--- src/shared/cbu_params.svh ---
// Constants for the conditional branch unit.
`ifndef CBU_PARAMS_SVH
`define CBU_PARAMS_SVH
`define CBU_PC_W      16
`define CBU_OFS_W     7
`define CBU_SEL_W     4
`define CBU_PC_RESET  16'h0000
`define CBU_TAKEN_CYC 2
`define CBU_SKIP_CYC  1
`endif

--- src/shared/cbu_pkg.sv ---
// Types for the conditional branch unit.
package cbu_pkg;
  typedef enum logic [3:0] {
    CBU_BR_NONE        = 4'h0,
    CBU_BR_LOWER       = 4'h1,
    CBU_BR_SAME_HIGHER = 4'h2,
    CBU_BR_NEG_SET     = 4'h3,
    CBU_BR_NEG_CLEAR   = 4'h4,
    CBU_BR_SIGNED_GE   = 4'h5,
    CBU_BR_SIGNED_LESS = 4'h6,
    CBU_BR_HALF_SET    = 4'h7,
    CBU_BR_HALF_CLEAR  = 4'h8,
    CBU_BR_TBIT_SET    = 4'h9
  } cbu_branch_t;
  typedef enum logic [1:0] {
    CBU_ST_IDLE   = 2'b00,
    CBU_ST_SECOND = 2'b01
  } cbu_state_t;
endpackage : cbu_pkg

--- src/shared/cbu_cond_if.sv ---
// Condition request and verdict between the branch unit and its evaluator.
`timescale 1ns/1ps
interface cbu_cond_if;
  import cbu_pkg::*;
  cbu_branch_t kind;
  logic [7:0]  sreg;
  logic        taken;
  logic        is_branch;
  modport requester (output kind, output sreg, input taken, input is_branch);
  modport evaluator (input kind, input sreg, output taken, output is_branch);
endinterface : cbu_cond_if

--- src/core/cbu_branch_unit.sv ---
// Conditional relative branch unit: decides and updates the program counter.
`timescale 1ns/1ps
`include "cbu_params.svh"
module cbu_branch_unit
  import cbu_pkg::*;
#(
  parameter int PC_W  = `CBU_PC_W,
  parameter int OFS_W = `CBU_OFS_W
)(
  input  wire logic              clk,
  input  wire logic              sys_rst,
  input  wire logic              issue,
  input  wire logic [3:0]        branch_kind,
  input  wire logic [OFS_W-1:0]  offset,
  input  wire logic [7:0]        sreg_in,
  output logic      [PC_W-1:0]   pc,
  output logic                   busy,
  output logic                   done,
  output logic                   taken,
  output logic      [7:0]        sreg_out
);
  // ****************************************
  // Parameter checks
  // ****************************************
  initial begin
    if (OFS_W < 2 || OFS_W >= PC_W || PC_W > 32) begin
      $error("cbu_branch_unit: unsupported PC_W/OFS_W");
    end
  end

  // ****************************************
  // Condition evaluation
  // ****************************************
  cbu_cond_if cif ();
  cbu_cond_eval u_eval (
    .cif (cif)
  );

  assign cif.kind = cbu_branch_t'(branch_kind);
  assign cif.sreg = sreg_in;

  cbu_state_t          state_ff;
  cbu_state_t          nxt_state;
  logic [PC_W-1:0]     pc_ff;
  logic [PC_W-1:0]     nxt_pc;
  logic [PC_W-1:0]     target_ff;
  logic                busy_ff;
  logic                done_ff;
  logic                taken_ff;
  logic [7:0]          sreg_ff;

  // Sign-extended offset plus one, added to the branch word's address
  wire [PC_W-1:0] ofs_ext  = {{(PC_W-OFS_W){offset[OFS_W-1]}}, offset};
  wire [PC_W-1:0] pc_seq   = pc_ff + {{(PC_W-1){1'b0}}, 1'b1};
  wire [PC_W-1:0] pc_jump  = pc_seq + ofs_ext;
  wire            accept   = issue && (state_ff == CBU_ST_IDLE) && cif.is_branch;
  wire            go_jump  = accept && cif.taken;
  wire            go_skip  = accept && !cif.taken;

  // ****************************************
  // Sequencer
  // ****************************************
  // Taken branches spend a second clock so the new target can be fetched
  always_comb begin
    nxt_state = state_ff;
    nxt_pc    = pc_ff;
    case (state_ff)
      CBU_ST_IDLE: begin
        if (go_jump) begin
          nxt_state = CBU_ST_SECOND;
        end else if (go_skip) begin
          nxt_pc = pc_seq;
        end
      end
      CBU_ST_SECOND: begin
        nxt_state = CBU_ST_IDLE;
        nxt_pc    = target_ff;
      end
      default: begin
        nxt_state = CBU_ST_IDLE;
      end
    endcase
  end

  always_ff @(posedge clk) begin
    if (sys_rst) begin
      state_ff  <= CBU_ST_IDLE;
      pc_ff     <= `CBU_PC_RESET;
      target_ff <= `CBU_PC_RESET;
      busy_ff   <= 1'b0;
      done_ff   <= 1'b0;
      taken_ff  <= 1'b0;
      sreg_ff   <= 8'h00;
    end else begin
      state_ff <= nxt_state;
      pc_ff    <= nxt_pc;
      if (go_jump) begin
        target_ff <= pc_jump;
      end
      busy_ff  <= go_jump;
      done_ff  <= go_skip || (state_ff == CBU_ST_SECOND);
      if (accept) begin
        taken_ff <= cif.taken;
      end
      // Flags pass through untouched
      sreg_ff  <= sreg_in;
    end
  end

  assign pc       = pc_ff;
  assign busy     = busy_ff;
  assign done     = done_ff;
  assign taken    = taken_ff;
  assign sreg_out = sreg_ff;
endmodule : cbu_branch_unit

--- src/core/cbu_cond_eval.sv ---
// Combinational branch condition evaluator.
`timescale 1ns/1ps
module cbu_cond_eval
  import cbu_pkg::*;
(
  cbu_cond_if.evaluator cif
);
  // Status byte order: I T H S V N Z C
  wire flag_c = cif.sreg[0];
  wire flag_n = cif.sreg[2];
  wire flag_v = cif.sreg[3];
  wire flag_h = cif.sreg[5];
  wire flag_t = cif.sreg[6];
  wire nv_xor = flag_n ^ flag_v;

  function automatic logic cbu_cond(input cbu_branch_t k, input logic c, input logic n, input logic nv,
                                    input logic h, input logic t);
    case (k)
      CBU_BR_LOWER:       cbu_cond = c;
      CBU_BR_SAME_HIGHER: cbu_cond = ~c;
      CBU_BR_NEG_SET:     cbu_cond = n;
      CBU_BR_NEG_CLEAR:   cbu_cond = ~n;
      CBU_BR_SIGNED_GE:   cbu_cond = ~nv;
      CBU_BR_SIGNED_LESS: cbu_cond = nv;
      CBU_BR_HALF_SET:    cbu_cond = h;
      CBU_BR_HALF_CLEAR:  cbu_cond = ~h;
      CBU_BR_TBIT_SET:    cbu_cond = t;
      default:            cbu_cond = 1'b0;
    endcase
  endfunction : cbu_cond

  assign cif.taken     = cbu_cond(cif.kind, flag_c, flag_n, nv_xor, flag_h, flag_t);
  assign cif.is_branch = (cif.kind != CBU_BR_NONE) && (cif.kind <= CBU_BR_TBIT_SET);
endmodule : cbu_cond_eval

--- config.mk ---
export PLATFORM = sky130hd
export DESIGN_NAME = cbu_branch_unit
export DESIGN_NICKNAME = d
export VERILOG_FILES = /design/src/shared/cbu_pkg.sv /design/src/shared/cbu_cond_if.sv /design/src/core/cbu_branch_unit.sv /design/src/core/cbu_cond_eval.sv
export VERILOG_INCLUDE_DIRS = /design/src /design/src/shared
export SDC_FILE = /design/constraint.sdc
export NUM_CORES = 1
export LEC_CHECK = 0
export ABC_AREA = 1
export BUFFER_PORTS_ARGS = -buffer_cell sky130_fd_sc_hd__buf_2
export CORE_UTILIZATION = 40
export DETAILED_ROUTE_END_ITERATION = 10
export PLACE_DENSITY = 0.6
export SLEW_MARGIN = 25
export SYNTH_ARGS = -nofsm -noshare
export SYNTH_HDL_FRONTEND = slang
export SYNTH_HIERARCHICAL = 1
export SYNTH_SLANG_ARGS = --single-unit
--- constraint.sdc ---
create_clock -name clk -period 2.1 [get_ports clk]
set_input_delay 0.21 -clock clk [delete_from_list [all_inputs] [get_ports clk]]
set_output_delay 0.21 -clock clk [all_outputs]
set_load 0.005 [all_outputs]
* Word level (Yosys, flattened, before mapping)
Cells that the tools add are included.
** Storage, ports and cells
- Logic and storage cells :: 43
- Input bits :: 22
- Register bits after elaboration :: 44
** Cells by class
- Reductions and logical operators :: 12
- Bitwise logic cells :: 6
- $add $sub $neg :: 2
- Magnitude comparators :: 1
- Muxes and demuxes :: 4
- Equal/unequal tests :: 11
** Operators with widths (count)
- $mux 16 :: 2
- $pmux 16 s2 :: 1
- $add 16x1->16 const B :: 1
- $add 16x16->16 :: 1
- $eq 4x3->1 const B :: 4
- $pmux 1 s9 :: 1
- $eq 4x2->1 const B :: 2
- $eq 4x4->1 const B :: 2
- $logic_and 1x1->1 :: 5
- $not 1->1 :: 5
- $eq 4x1->1 const B :: 1
- $le 4x4->1 const B :: 1
- $ne 2x2->1 const B :: 2
- $reduce_bool 4->1 :: 1
- $reduce_and 3->1 :: 1
- $logic_not 2->1 :: 1
- $reduce_bool 2->1 :: 1
- $reduce_or 2->1 :: 1
- $logic_not 1->1 :: 1
- $logic_or 1x1->1 :: 1
- $xor 1x1->1 :: 1

* Depth between registers and ports, before layout
Gate-level depths: netlist (run 1).
- Word-level depth :: 8
- Mapped depth :: 20
- Mapped depth without buffers :: 20

* Cells and area by module
The synthesis (run 1) kept the hierarchy.
** By module, submodules not included
- cbu_branch_unit :: times used 1, seq. area each 880.8 sq um, area an instance 2840.2 sq um, cells an instance 426
- cbu_cond_eval :: times used 1, seq. area each 0.0 sq um, area an instance 200.2 sq um, cells an instance 42

* Worst setup path before layout (run 1)
No wires, ideal clock.
- Path kind :: reg-to-reg
- Start point :: register pc_ff[0] (netlist: pc[0])
- End point :: register target_ff[15]
- Clock period less this slack :: 2.298 ns
- Setup slack :: -0.198 ns
- Library setup time :: 0.109 ns
- Cell stages (with the launch flop) :: 19
- Arrival :: 2.189 ns
- Cells stage by stage :: dfxtp_1 > ha_1 > nand2_1 > inv_2 > nand2_1 > nor2_1 > nor2_1 > a21oi_1 > ha_1 > nand2_1 > inv_1 > a21oi_1 > nand2_1 > a21oi_1 > inv_1 > nand2_1 > nand3_1 > nand2_1 > inv_1
** On the way
- Cells in the longest elaborated chain, start to end :: 2
** RTL lines
- start, declared :: line cbu_branch_unit.sv:44 : logic [PC_W-1:0] pc_ff;
- start signal, assigned :: line cbu_branch_unit.sv:88 : pc_ff <= `CBU_PC_RESET;
- start signal, assigned :: line cbu_branch_unit.sv:96 : pc_ff <= nxt_pc;
- $add 16x1->16 :: line cbu_branch_unit.sv:54 : wire [PC_W-1:0] pc_seq = pc_ff + {{(PC_W-1){1'b0}}, 1'b1};
- $add 16x16->16 :: line cbu_branch_unit.sv:55 : wire [PC_W-1:0] pc_jump = pc_seq + ofs_ext;
- end signal, assigned :: line cbu_branch_unit.sv:89 : target_ff <= `CBU_PC_RESET;
- end signal, assigned :: line cbu_branch_unit.sv:98 : target_ff <= pc_jump;
- end, declared :: line cbu_branch_unit.sv:46 : logic [PC_W-1:0] target_ff;
No other way between the ends.
A chain may end at the register's enable or synchronous reset.

* Worst setup path after layout (run 1)
- Start point :: register pc_ff[1] (netlist: pc[1])
- End point :: register target_ff[15]
The elaborated chain is that of the path after synthesis.

==> metrics, run 1 <==
initial core utilization=0.417; clock skew=0.00796 ns; DRT Pass-1 Iters=5; post-synthesis compound-gate area fraction=0.121; grt ovf=0; HP Class=in2reg; number of synthesized register bits=44; dpl hpwl=6590 um; TritonCTS Buffers=5; post-route setup slack=-0.263 ns; CP cell instances=ha_4, nand2_4, inv_4, nand2_4, nor2_4, buf_4, buf_4, nand3_1, nand2_1, nand2_1, inv_2, ha_4, nand2_4, inv_1, a21oi_1, nand2_1, a21oi_2, inv_1, nand2_1, nand3_1, nand2_1, inv_1; vias in the first global route=2,984; wire per inst=13.4 um; Slew Limit Fails=0; Critical-path top delay cell=dfxtp_4; uppermost layer routed=met4; GPL Wtd Cong=0.891; ratio of cells with drive above 1 in the final layout=0.421; Buffers on Ports=48; Yosys top cell by area=dfxtp_1; Clk Latency, worst-skew pair=0.30 ns; Final Instance Area=4550 um2; via total after detailed routing=3,369; nature of the critical path endpoint=flip-flop; CP bufs+invs=7; met3 routed WL=397 um; leakage=2.33 nW; fin crit period=2.36 ns; area of the multi-input gates=2330 um2; flip-flop and latch area=905 um2; max_slew headroom=0.603; final WL=9190 um; ANT cells=0; ys async rst share=0; Starting DRT DRC Count=165; crit start category=flip-flop; largest family of logic cells by synthesized area=simple AND/OR/NAND/NOR gates; Nets=628; metal2 WL=4670 um; CTS tree=built; crit path kind=reg2reg; Mapped Nets=510; I/O pin total=49; Seq/Total Area, Yosys=0.290; FMAX=423 MHz; Peak VDD IR=293 uV; crit-path max FO=4; ANT nets after route=0; most frequent CP cell=nand2_1; Finished Layout Cells=686; largest net degree at the start of global routing=23; Die ar.=7950 um2; failing checks=setup timing; Synth Warn #=6; mapped cell area=3040 um2; number of synthesized flops with an enable pin=0; Synth Area in Simple Gates=0.344; post-synthesis adder-cell area fraction=0.0848; Commonest cells post-synth=131 x nand2_1, 68 x inv_1, 47 x nor2_1, 44 x dfxtp_1; worst slew pin tran=0.596 ns; Vert. Die Dim=89.2 um; initial antenna violation count=0; ranking of synthesized cells by area=dfxtp_1 29%, nand2_1 16%, inv_1 8.4%; setup violators final=10; core area=7290 um2; CTS root buf=clkbuf_8; via/cell ratio=4.91; Power per Cell Area=422 nW/um2; Rows=31; max cap viols=0; Area after DPL=3830 um2; GRT Total Usage=0.233; library cells used by synthesis=40; DP Cell Count=658; WP data required=2.31 ns; Clock transition at path regs=0.09 ns; top cell type's share of synthesized area=0.290; die span in x=89.2 um; Clock Path Buffers=2; WP data arrival=2.57 ns; syn_area_per_cell=6.50 um2; H-tree lvl count=2; Synth Instances=468; Filler cells=678; sink count of the clock tree=44; ys flop type=dfxtp_1; RSZ-0062 raised after global routing=yes; drt drc=0; Hold Violations, Final=0; fin crit share=1.13; CP peak stage delay=0.39 ns; top-count cell post-synth=nand2_1; area added between synthesis and finish=49.7%; post-synthesis mux area share=0; Place WS=-0.277 ns; first-pass GRT wire length=14,000 um; XOR/XNOR Fraction of Synth Area=0.0486; outcome=finished, violations left; WL met1=4010 um; CP top delay family=simple AND/OR/NAND/NOR gates
cells in the final DEF (no fill, tap or decap), types with 3 or more instances in the layout:
cell	n
inv_1	63
o21ai_2	3
nand3_1	17
a21oi_1	12
xnor2_1	4
buf_4	69
ha_1	5
nor2_1	38
a21oi_2	11
a31oi_1	12
xnor2_2	3
nand3_2	8
dfxtp_4	6
o21bai_1	3
nand2_1	112
nor2_2	13
ha_4	14
dfxtp_1	37
clkbuf_8	5
buf_2	48
nand2_2	19
buf_6	3
o21ai_0	10
inv_2	12
o21ai_1	6
o22ai_1	3
xor2_1	7
nand2_4	7
nor2_4	8
final timing paths:
kind,startpoint,endpoint,slack (ns),cells after the start
hold / removal,sreg_in[7],sreg_out[7]$_SDFF_PP0_,0.11,3
setup / recovery,pc[1]$_SDFFE_PP0P_,target_ff[15]$_SDFFE_PP0P_,-0.26,22
setup reg to reg,pc[1]$_SDFFE_PP0P_,target_ff[15]$_SDFFE_PP0P_,-0.26,22
hold reg to reg,taken$_SDFFE_PP0P_,taken$_SDFFE_PP0P_,0.47,2
metal layers:
| metal | track usage | up-vias |
|---|---|---|
| met5 | 0 | - |
| li1 | - | 1712 |
| met1 | 0.305 | 1554 |
| met3 | 0.0305 | 12 |
| met2 | 0.408 | 91 |
| met4 | 0.0534 | 0 |
cell families after synthesis:
family,after synthesis
AOI/OAI and AO/OA,65
xor gates and xnor gates,16
adders and majority gates,20
buffers and inverters,87
DFF,44
and+or+nand+nor,236
what timing repair did:
action,4_1_cts,5_1_grt
hold buffers,0,0
cloned,0,0
pin swaps,20,41
buffers inserted,13,10
hold endpoints to repair,0,0
endpoints found under the setup margin,12,14
resized for setup,25,69
tightest hold or removal path, stage by stage:
cell and delay (ns):
buf_2 0.07, inv_1 0.03, nor2_1 0.06
stage by stage:
| step | total power, mW | setup TNS [ns] | hold slack (ns) | util |
|---|---|---|---|---|
| after floorplan | 1.10 | -0.0962 | 0.283 | - |
| after global placement | 1.23 | -1.57 | 0.409 | 0.526 |
| after detailed placement | 1.23 | -1.80 | 0.422 | 0.526 |
| after CTS | 1.89 | -1.12 | 0.105 | 0.571 |
| after global routing | 2.02 | -2.91 | 0.107 | 0.624 |
| final | 1.92 | -1.45 | 0.113 | 0.624 |
power breakdown:
group | internal, mW | total [mW] | switching, mW
clock | 0.353 | 0.650 | 0.297
combinational | 0.168 | 0.392 | 0.224
sequential | 0.862 | 0.880 | 0.0180
flip-flops by register name, indices dropped and copies added, names as in the netlist:
signal / cells
taken: 1
busy: 1
done: 1
pc: 16
target_ff: 16
state_ff: 1
sreg_out: 8
cell type report:
cell class / instances / share of cell area
multi-input combinational: 337 / 0.511
sequential: 44 / 0.199
timing repair buffer: 120 / 0.174
inverter: 78 / 0.0654
tap: 99 / 0.0272
clock buffer: 6 / 0.0159
clock inverter: 2 / 0.00770
(Power assumes the default switching activity.)
==> run 2: changes to the inputs <==
--- a/config.mk
+++ b/config.mk
@@ -14,5 +14,4 @@
 export SLEW_MARGIN = 25
 export SYNTH_ARGS = -nofsm -noshare
 export SYNTH_HDL_FRONTEND = slang
-export SYNTH_HIERARCHICAL = 1
 export SYNTH_SLANG_ARGS = --single-unit
==> run 2 against run 1 <==
  * The flow still finishes with violations (setup timing)
  * Critical path type unchanged
  * Hold slack got worse by 0.016 ns
  * Non-clock buffer count fell by 7
  * Largest power group unchanged
  * Synthesized area rose by 4.9%
  * Die area rose by 4.8%
==> metrics, run 2 <==
fin crit period=2.30 ns (was 2.36 ns); largest net degree at the start of global routing=28 (was 23); ANT cells=0 (unchanged); mapped cell area=3190 um2 (was 3040 um2); via/cell ratio=4.91 (about the same); crit path kind=reg2reg (unchanged); ys async rst share=0 (unchanged); worst hold slack=0.0966 ns (was 0.113 ns); outcome=finished, violations left (unchanged); Vert. Die Dim=91.3 um (was 89.2 um); FMAX=435 MHz (was 423 MHz); nature of the critical path endpoint=flip-flop (unchanged); Mapped Nets=532 (was 510); initial antenna violation count=0 (unchanged); most common cell after layout, fill and taps aside=nand2_1 (unchanged); Synth Instances=489 (was 468); ratio of cells with drive above 1 in the final layout=0.446 (was 0.421); ranking of synthesized cells by area=dfxtp_1 28%, nand2_1 15%, ha_1 7.8% (was dfxtp_1 29%, nand2_1 16%, inv_1 8.4%); Int Pwr=1.44 mW (was 1.38 mW); failing checks=setup timing (unchanged); H-tree lvl count=2 (unchanged); Nets=641 (was 628); I/O pin total=49 (unchanged); post-route setup slack=-0.198 ns (was -0.263 ns); crit-path max FO=5 (was 4); top cell type's share of synthesized area=0.276 (was 0.290); Die ar.=8330 um2 (was 7950 um2); Power per Cell Area=449 nW/um2 (was 422 nW/um2); Psw=0.644 mW (was 0.539 mW); Seq/Total Area, Yosys=0.276 (was 0.290); crit start category=flip-flop (unchanged); GPL Wtd Cong=0.868 (was 0.891); GRT Total Usage=0.237 (was 0.233); area added between synthesis and finish=45.4% (was 49.7%); max_slew headroom=0.635 (was 0.603); Total Power=2.08 mW (was 1.92 mW); TritonCTS Buffers=5 (unchanged); DRT Pass-1 Iters=4 (was 5); library cells used by synthesis=36 (was 40); setup violators final=9 (was 10); drt drc=0 (unchanged); Yosys top cell by area=dfxtp_1 (unchanged); Seq pwr share=0.430 (was 0.458); CTS tree=built (unchanged); DP Cell Count=681 (was 658); worst setup path end=target_ff[13]$_SDFFE_PP0P_ (was target_ff[15]$_SDFFE_PP0P_); Worst setup startpoint=pc[0]$_SDFFE_PP0P_ (was pc[1]$_SDFFE_PP0P_); Filler cells=735 (was 678); WP data required=2.31 ns (about the same); core area=7730 um2 (was 7290 um2); grt ovf=0 (unchanged); via total after detailed routing=3,442 (was 3,369); clock skew=0.0106 ns (was 0.00796 ns); first-pass GRT wire length=15,600 um (was 14,000 um); sink count of the clock tree=44 (unchanged); Buffers on Ports=48 (unchanged); Clock Path Buffers=2 (unchanged); HP Class=in2reg (unchanged); Hold Violations, Final=0 (unchanged); WP data arrival=2.51 ns (was 2.57 ns); top-count cell post-synth=nand2_1 (unchanged); max cap viols=0 (unchanged); commonest non-fill, non-tap cells in the layout=96 x nand2_1, 65 x buf_4, 51 x nor2_1, 49 x inv_1, 48 x buf_2 (was 112 x nand2_1, 69 x buf_4, 63 x inv_1, 48 x buf_2, 38 x nor2_1); vias in the first global route=3,340 (was 2,984); Reg-to-Reg Start=pc[0]$_SDFFE_PP0P_ (was pc[1]$_SDFFE_PP0P_); Slew Limit Fails=0 (unchanged); CTS root buf=clkbuf_8 (unchanged); Starting DRT DRC Count=120 (was 165); Clock transition at path regs=0.10 ns (was 0.09 ns); ys flop type=dfxtp_1 (unchanged); number of synthesized flops with an enable pin=0 (unchanged); initial core utilization=0.413 (was 0.417); Util after Layout=0.600 (was 0.624); Commonest cells post-synth=126 x nand2_1, 65 x nor2_1, 56 x inv_1, 44 x dfxtp_1, 37 x nand3_1 (was 131 x nand2_1, 68 x inv_1, 47 x nor2_1, 44 x dfxtp_1); clock power share=0.334 (was 0.338); Finished Layout Cells=701 (was 686); wire per inst=13.5 um (was 13.4 um); RSZ-0062 raised after global routing=yes (unchanged); Clk Latency, worst-skew pair=0.32 ns (was 0.30 ns); syn_area_per_cell=6.52 um2 (was 6.50 um2); fin crit share=1.09 (was 1.13); Worst R2R Setup Slack=-0.20 ns (was -0.26 ns); Synth Warn #=0 (was 6); Gate power share=0.235 (was 0.204); Rows=32 (was 31); dpl hpwl=6840 um (was 6590 um); final WL=9450 um (was 9190 um); die span in x=91.3 um (was 89.2 um); reg2reg end=target_ff[13]$_SDFFE_PP0P_ (was target_ff[15]$_SDFFE_PP0P_); Peak VDD IR=321 uV (was 293 uV); Place WS=-0.289 ns (was -0.277 ns); worst slew pin tran=0.547 ns (was 0.596 ns); ANT nets after route=0 (unchanged); number of synthesized register bits=44 (unchanged); Sw Share=0.309 (was 0.280); cells on worst reg2reg path=15 (was 22); leakage=2.27 nW (was 2.33 nW)
-- run 2: cell types whose count changed after synthesis, sizes merged, moves of 4 or more --
cell	previous run	this run
a21oi	24	37
a31oi	12	0
and2	1	5
inv	77	59
nand3	27	39
nand4	2	7
nor2	59	74
o21ai	19	29
xnor2	7	0
-- run 2: kinds of logic after synthesis --
group / after synthesis / synth area share
AND/OR/NAND/NOR: 271 / 0.378
AO/OA/AOI/OAI: 72 / 0.139
buffers and inverters: 70 / 0.0918
flip-flops: 44 / 0.276
adder cells (fa/ha/maj): 21 / 0.0847
XOR/XNOR: 11 / 0.0302
-- run 2: per-stage QoR --
step	cell area [um2]	setup TNS, ns
4_1_cts	4520	-0.344
3_5_place_dp	3940	-2.22
6_report	4640	-0.782
2_1_floorplan	3250	-0.0187
5_1_grt	4640	-2.29
3_3_place_gp	3940	-2.24
-- run 2: worst max-delay path, stage by stage (launching register included) --
cell and delay [ns]:
dfxtp_4 0.40, ha_4 0.15, nand2_4 0.06, inv_4 0.07, nand2_4 0.07, nor2_4 0.21, nand3_2 0.11, and2_4 0.16
ha_4 0.27, nand2_2 0.07, nand2_2 0.06, o21bai_4 0.17, a21oi_2 0.12, nand3b_1 0.10, a21oi_2 0.12, nor2_1 0.06
-- run 2: power by group through the flow --
stage          Combinational [mW]  Clock, mW  Sequential (mW)
6_report                    0.490      0.696            0.896
4_1_cts                     0.473      0.704            0.896
5_1_grt                     0.541      0.744            0.901
2_1_floorplan               0.257          0            0.915
3_3_place_gp                0.409          0            0.912
3_5_place_dp                0.416          0            0.913
-- run 2: worst min path at each step --
stage	startpoint	endpoint	slack [ns]	depth (start not counted)
2_1_floorplan	sreg_in[1]	sreg_out[1]$_SDFF_PP0_	0.32	2
5_1_grt	sreg_in[7]	sreg_out[7]$_SDFF_PP0_	0.1	3
3_3_place_gp	sreg_in[1]	sreg_out[1]$_SDFF_PP0_	0.41	3
6_report	sreg_in[4]	sreg_out[4]$_SDFF_PP0_	0.1	3
3_5_place_dp	sreg_in[1]	sreg_out[1]$_SDFF_PP0_	0.42	3
4_1_cts	sreg_in[4]	sreg_out[4]$_SDFF_PP0_	0.09	3
-- run 2: timing repair --
item	in CTS	in global routing
pin swaps	35	20
buffers inserted	9	4
hold buffers	0	0
resized for setup	93	25
endpoints found under the setup margin	12	12
-- run 2: layout make-up --
class / count / area, um2 / area share
clock inverter: 3 / 46.3 / 0.00999
multi-input combinational: 375 / 2550 / 0.549
clock buffer: 5 / 68.8 / 0.0148
timing repair buffer: 113 / 728 / 0.157
tap: 102 / 128 / 0.0275
inverter: 59 / 224 / 0.0483
sequential: 44 / 895 / 0.193
-- run 2: per-layer routing --
layer  global-route usage  share of wire  routed length (um)
met4               0.0820          0.022                 206
met5                    0              0                   0
met1                0.298           0.45                4230
met3               0.0377          0.033                 313
met2                0.410           0.50                4700
==> run 3: changes to the inputs <==
--- a/config.mk
+++ b/config.mk
@@ -8,9 +8,13 @@
 export LEC_CHECK = 0
 export ABC_AREA = 1
 export BUFFER_PORTS_ARGS = -buffer_cell sky130_fd_sc_hd__buf_2
-export CORE_UTILIZATION = 40
+export CAP_MARGIN = 10
+export CELL_PAD_IN_SITES_DETAIL_PLACEMENT = 1
+export CELL_PAD_IN_SITES_GLOBAL_PLACEMENT = 1
+export CORE_UTILIZATION = 38
+export CTS_BUF_LIST = sky130_fd_sc_hd__clkbuf_2
 export DETAILED_ROUTE_END_ITERATION = 10
-export PLACE_DENSITY = 0.6
+export PLACE_DENSITY = 0.77
 export SLEW_MARGIN = 25
 export SYNTH_ARGS = -nofsm -noshare
 export SYNTH_HDL_FRONTEND = slang
==> run 3 against run 2 <==
  * The run still ends with setup timing left
  * Hold slack better by 0.077 ns
  * Final cell count up 2.4%
  * Clock power down 43%
  * First-iteration DRC count up 61%
  * Final area up 4.2%
  * Critical path type unchanged
  * Critical endpoint is now target_ff[6]$_SDFFE_PP0P_
  * Largest cell class unchanged
  * Highest routed layer unchanged
==> metrics, run 3 (same netlist as run 2, synthesis figures left out) <==
Die ar.=8760 um2 (was 8330 um2); most common cell after layout, fill and taps aside=nand2_1 (unchanged); leakage=2.32 nW (was 2.27 nW); worst slew pin tran=0.726 ns (was 0.547 ns); Place WS=-0.391 ns (was -0.289 ns); met2 Resource Use GR=0.567 (was 0.410); RSZ-0062 raised after global routing=yes (unchanged); crit path kind=reg2reg (unchanged); WHS Endpoint=target_ff[0]$_SDFFE_PP0P_ (was sreg_out[4]$_SDFF_PP0_); area added between synthesis and finish=51.5% (was 45.4%); commonest non-fill, non-tap cells in the layout=91 x nand2_1, 68 x buf_4, 52 x nor2_1, 48 x buf_2, 47 x inv_1 (was 96 x nand2_1, 65 x buf_4, 51 x nor2_1, 49 x inv_1, 48 x buf_2); DRT Pass-1 Iters=5 (was 4); first-pass GRT wire length=20,300 um (was 15,600 um); Vert. Die Dim=93.6 um (was 91.3 um); Buffers on Ports=48 (unchanged); Clock Path Buffers=2 (unchanged); Reg-to-Reg Start=pc[3]$_SDFFE_PP0P_ (was pc[0]$_SDFFE_PP0P_); wire per inst=21.3 um (was 13.5 um); initial core utilization=0.390 (was 0.413); Critical-path top delay cell=dfxtp_4 (unchanged); Power per Cell Area=389 nW/um2 (was 449 nW/um2); Filler cells=1,057 (was 735); via/cell ratio=5.66 (was 4.91); Clock transition at path regs=0.25 ns (was 0.10 ns); outcome=finished, violations left (unchanged); Starting DRT DRC Count=193 (was 120); reg2reg end=target_ff[6]$_SDFFE_PP0P_ (was target_ff[13]$_SDFFE_PP0P_); initial antenna violation count=0 (unchanged); CP top delay family=XOR/XNOR gates (was simple AND/OR/NAND/NOR gates); TritonCTS Buffers=5 (unchanged); flip-flop and latch area=902 um2 (was 895 um2); CP peak stage delay=0.46 ns (was 0.40 ns); drt drc=0 (unchanged); CTS tree=built (unchanged); met1 usage=0.334 (was 0.298); I/O pin total=49 (unchanged); fin crit share=1.17 (was 1.09); Peak VDD IR=291 uV (was 321 uV); Worst R2R Setup Slack=-0.36 ns (was -0.20 ns); CTS root buf=clkbuf_2 (was clkbuf_8); Slew Limit Fails=0 (unchanged); dpl hpwl=8340 um (was 6840 um); cells on worst reg2reg path=11 (was 15); vias in the first global route=4,069 (was 3,340); crit-path max FO=4 (was 5); Final Instance Area=4830 um2 (was 4640 um2); ANT cells=0 (unchanged); largest net degree at the start of global routing=28 (unchanged); busiest grt layer=met2 (unchanged); Total Power=1.88 mW (was 2.08 mW); ANT nets after route=0 (unchanged); hold path cells=4 (was 3); nature of the critical path endpoint=flip-flop (unchanged); setup violators final=12 (was 9); WP data arrival=2.78 ns (was 2.51 ns); GRT Total Usage=0.303 (was 0.237); die span in x=93.6 um (was 91.3 um); Hold Violations, Final=0 (unchanged); Rows=33 (was 32); fin crit period=2.46 ns (was 2.30 ns); most frequent CP cell=buf_4; final WL=15,300 um (was 9450 um); HP Class=in2reg (unchanged); H-tree lvl count=2 (unchanged); Area after DPL=3980 um2 (was 3940 um2); CP cell instances=nand2_8, buf_4, nor2_4, xor2_2, buf_4, ha_4, a21oi_2, nand2_2, xor2_1, o21ai_1, nor2_1 (was ha_4, nand2_4, inv_4, nand2_4, nor2_4, nand3_2, and2_4, ha_4, nand2_2, nand2_2, o21bai_4, a21oi_2, nand3b_1, a21oi_2, nor2_1); clock skew=0.0547 ns (was 0.0106 ns); area of the multi-input gates=2650 um2 (was 2550 um2); max cap viols=0 (unchanged); Clk Latency, worst-skew pair=0.46 ns (was 0.32 ns); worst hold slack=0.174 ns (was 0.0966 ns); crit start category=flip-flop (unchanged); ratio of cells with drive above 1 in the final layout=0.463 (was 0.446); FMAX=407 MHz (was 435 MHz); Nets=656 (was 641); max_slew headroom=0.515 (was 0.635); CP bufs+invs=2 (was 1); via total after detailed routing=4,066 (was 3,442); GPL Wtd Cong=0.907 (was 0.868); failing checks=setup timing (unchanged); WP data required=2.42 ns (was 2.31 ns); sink count of the clock tree=44 (unchanged); Hold Startpoint=offset[0] (was sreg_in[4]); TNS Setup=-3.04 ns (was -0.782 ns); post-route setup slack=-0.359 ns (was -0.198 ns); met3 Usage GRT=0.0398 (was 0.0377); core area=8180 um2 (was 7730 um2); grt ovf=0 (unchanged)
[run 3: final cells by class]
cell class | count | area share
Clock inverter | 2 | 0.00259
Clock buffer | 5 | 0.00518
Sequential cell | 44 | 0.187
Multi-Input combinational cell | 375 | 0.549
Inverter | 59 | 0.0482
Tap cell | 105 | 0.0272
Timing Repair Buffer | 128 | 0.181
[run 3: worst max-delay path by stage]
stage               slack (ns)                          to                from  cells after the start
floorplan                -0.01  target_ff[15]$_SDFFE_PP0P_  pc[8]$_SDFFE_PP0P_                     17
CTS                      -0.14  target_ff[13]$_SDFFE_PP0P_  pc[0]$_SDFFE_PP0P_                     16
global route             -0.49  target_ff[15]$_SDFFE_PP0P_  pc[9]$_SDFFE_PP0P_                     18
detailed placement       -0.39  target_ff[11]$_SDFFE_PP0P_  pc[1]$_SDFFE_PP0P_                     16
finish                   -0.36   target_ff[6]$_SDFFE_PP0P_  pc[3]$_SDFFE_PP0P_                     11
global placement         -0.34  target_ff[15]$_SDFFE_PP0P_  pc[1]$_SDFFE_PP0P_                     18
[run 3: tightest hold or removal path, delay by kind of cell]
| family | cells | cell delay [ns] |
|---|---|---|
| AOI/OAI and AO/OA | 1 | 0.08 |
| adders and majority gates | 1 | 0.11 |
| buffers and inverters | 1 | 0.08 |
| and+or+nand+nor | 1 | 0.08 |
[run 3: routing by layer]
| metal | wire length (um) | part of all wire | up-vias |
|---|---|---|---|
| li1 | - | - | 1809 |
| met1 | 5720 | 0.37 | 2017 |
| met2 | 7990 | 0.52 | 161 |
| met3 | 677 | 0.044 | 79 |
| met4 | 907 | 0.059 | 0 |
| met5 | 0 | 0 | - |
[run 3: power by group]
part | total (mW) | internal [mW] | switching, mW
clock network | 0.396 | 0.0731 | 0.323
registers | 0.904 | 0.874 | 0.0306
logic | 0.580 | 0.231 | 0.349
total | 1.88 | 1.18 | 0.702
[run 3: timing repair]
| action | CTS | global route |
|---|---|---|
| pin swaps | 29 | 46 |
| gates resized for setup | 74 | 73 |
| hold endpoints to repair | 8 | 0 |
| endpoints found under the setup margin | 12 | 13 |
| setup buffers | 7 | 7 |
| hold buffers | 8 | 0 |
[run 3: stage by stage]
step                 util  cells
floorplan               -    489
detailed placement  0.487    689
global placement    0.487    689
global route        0.591    718
CTS                 0.551    711
finish              0.591    718
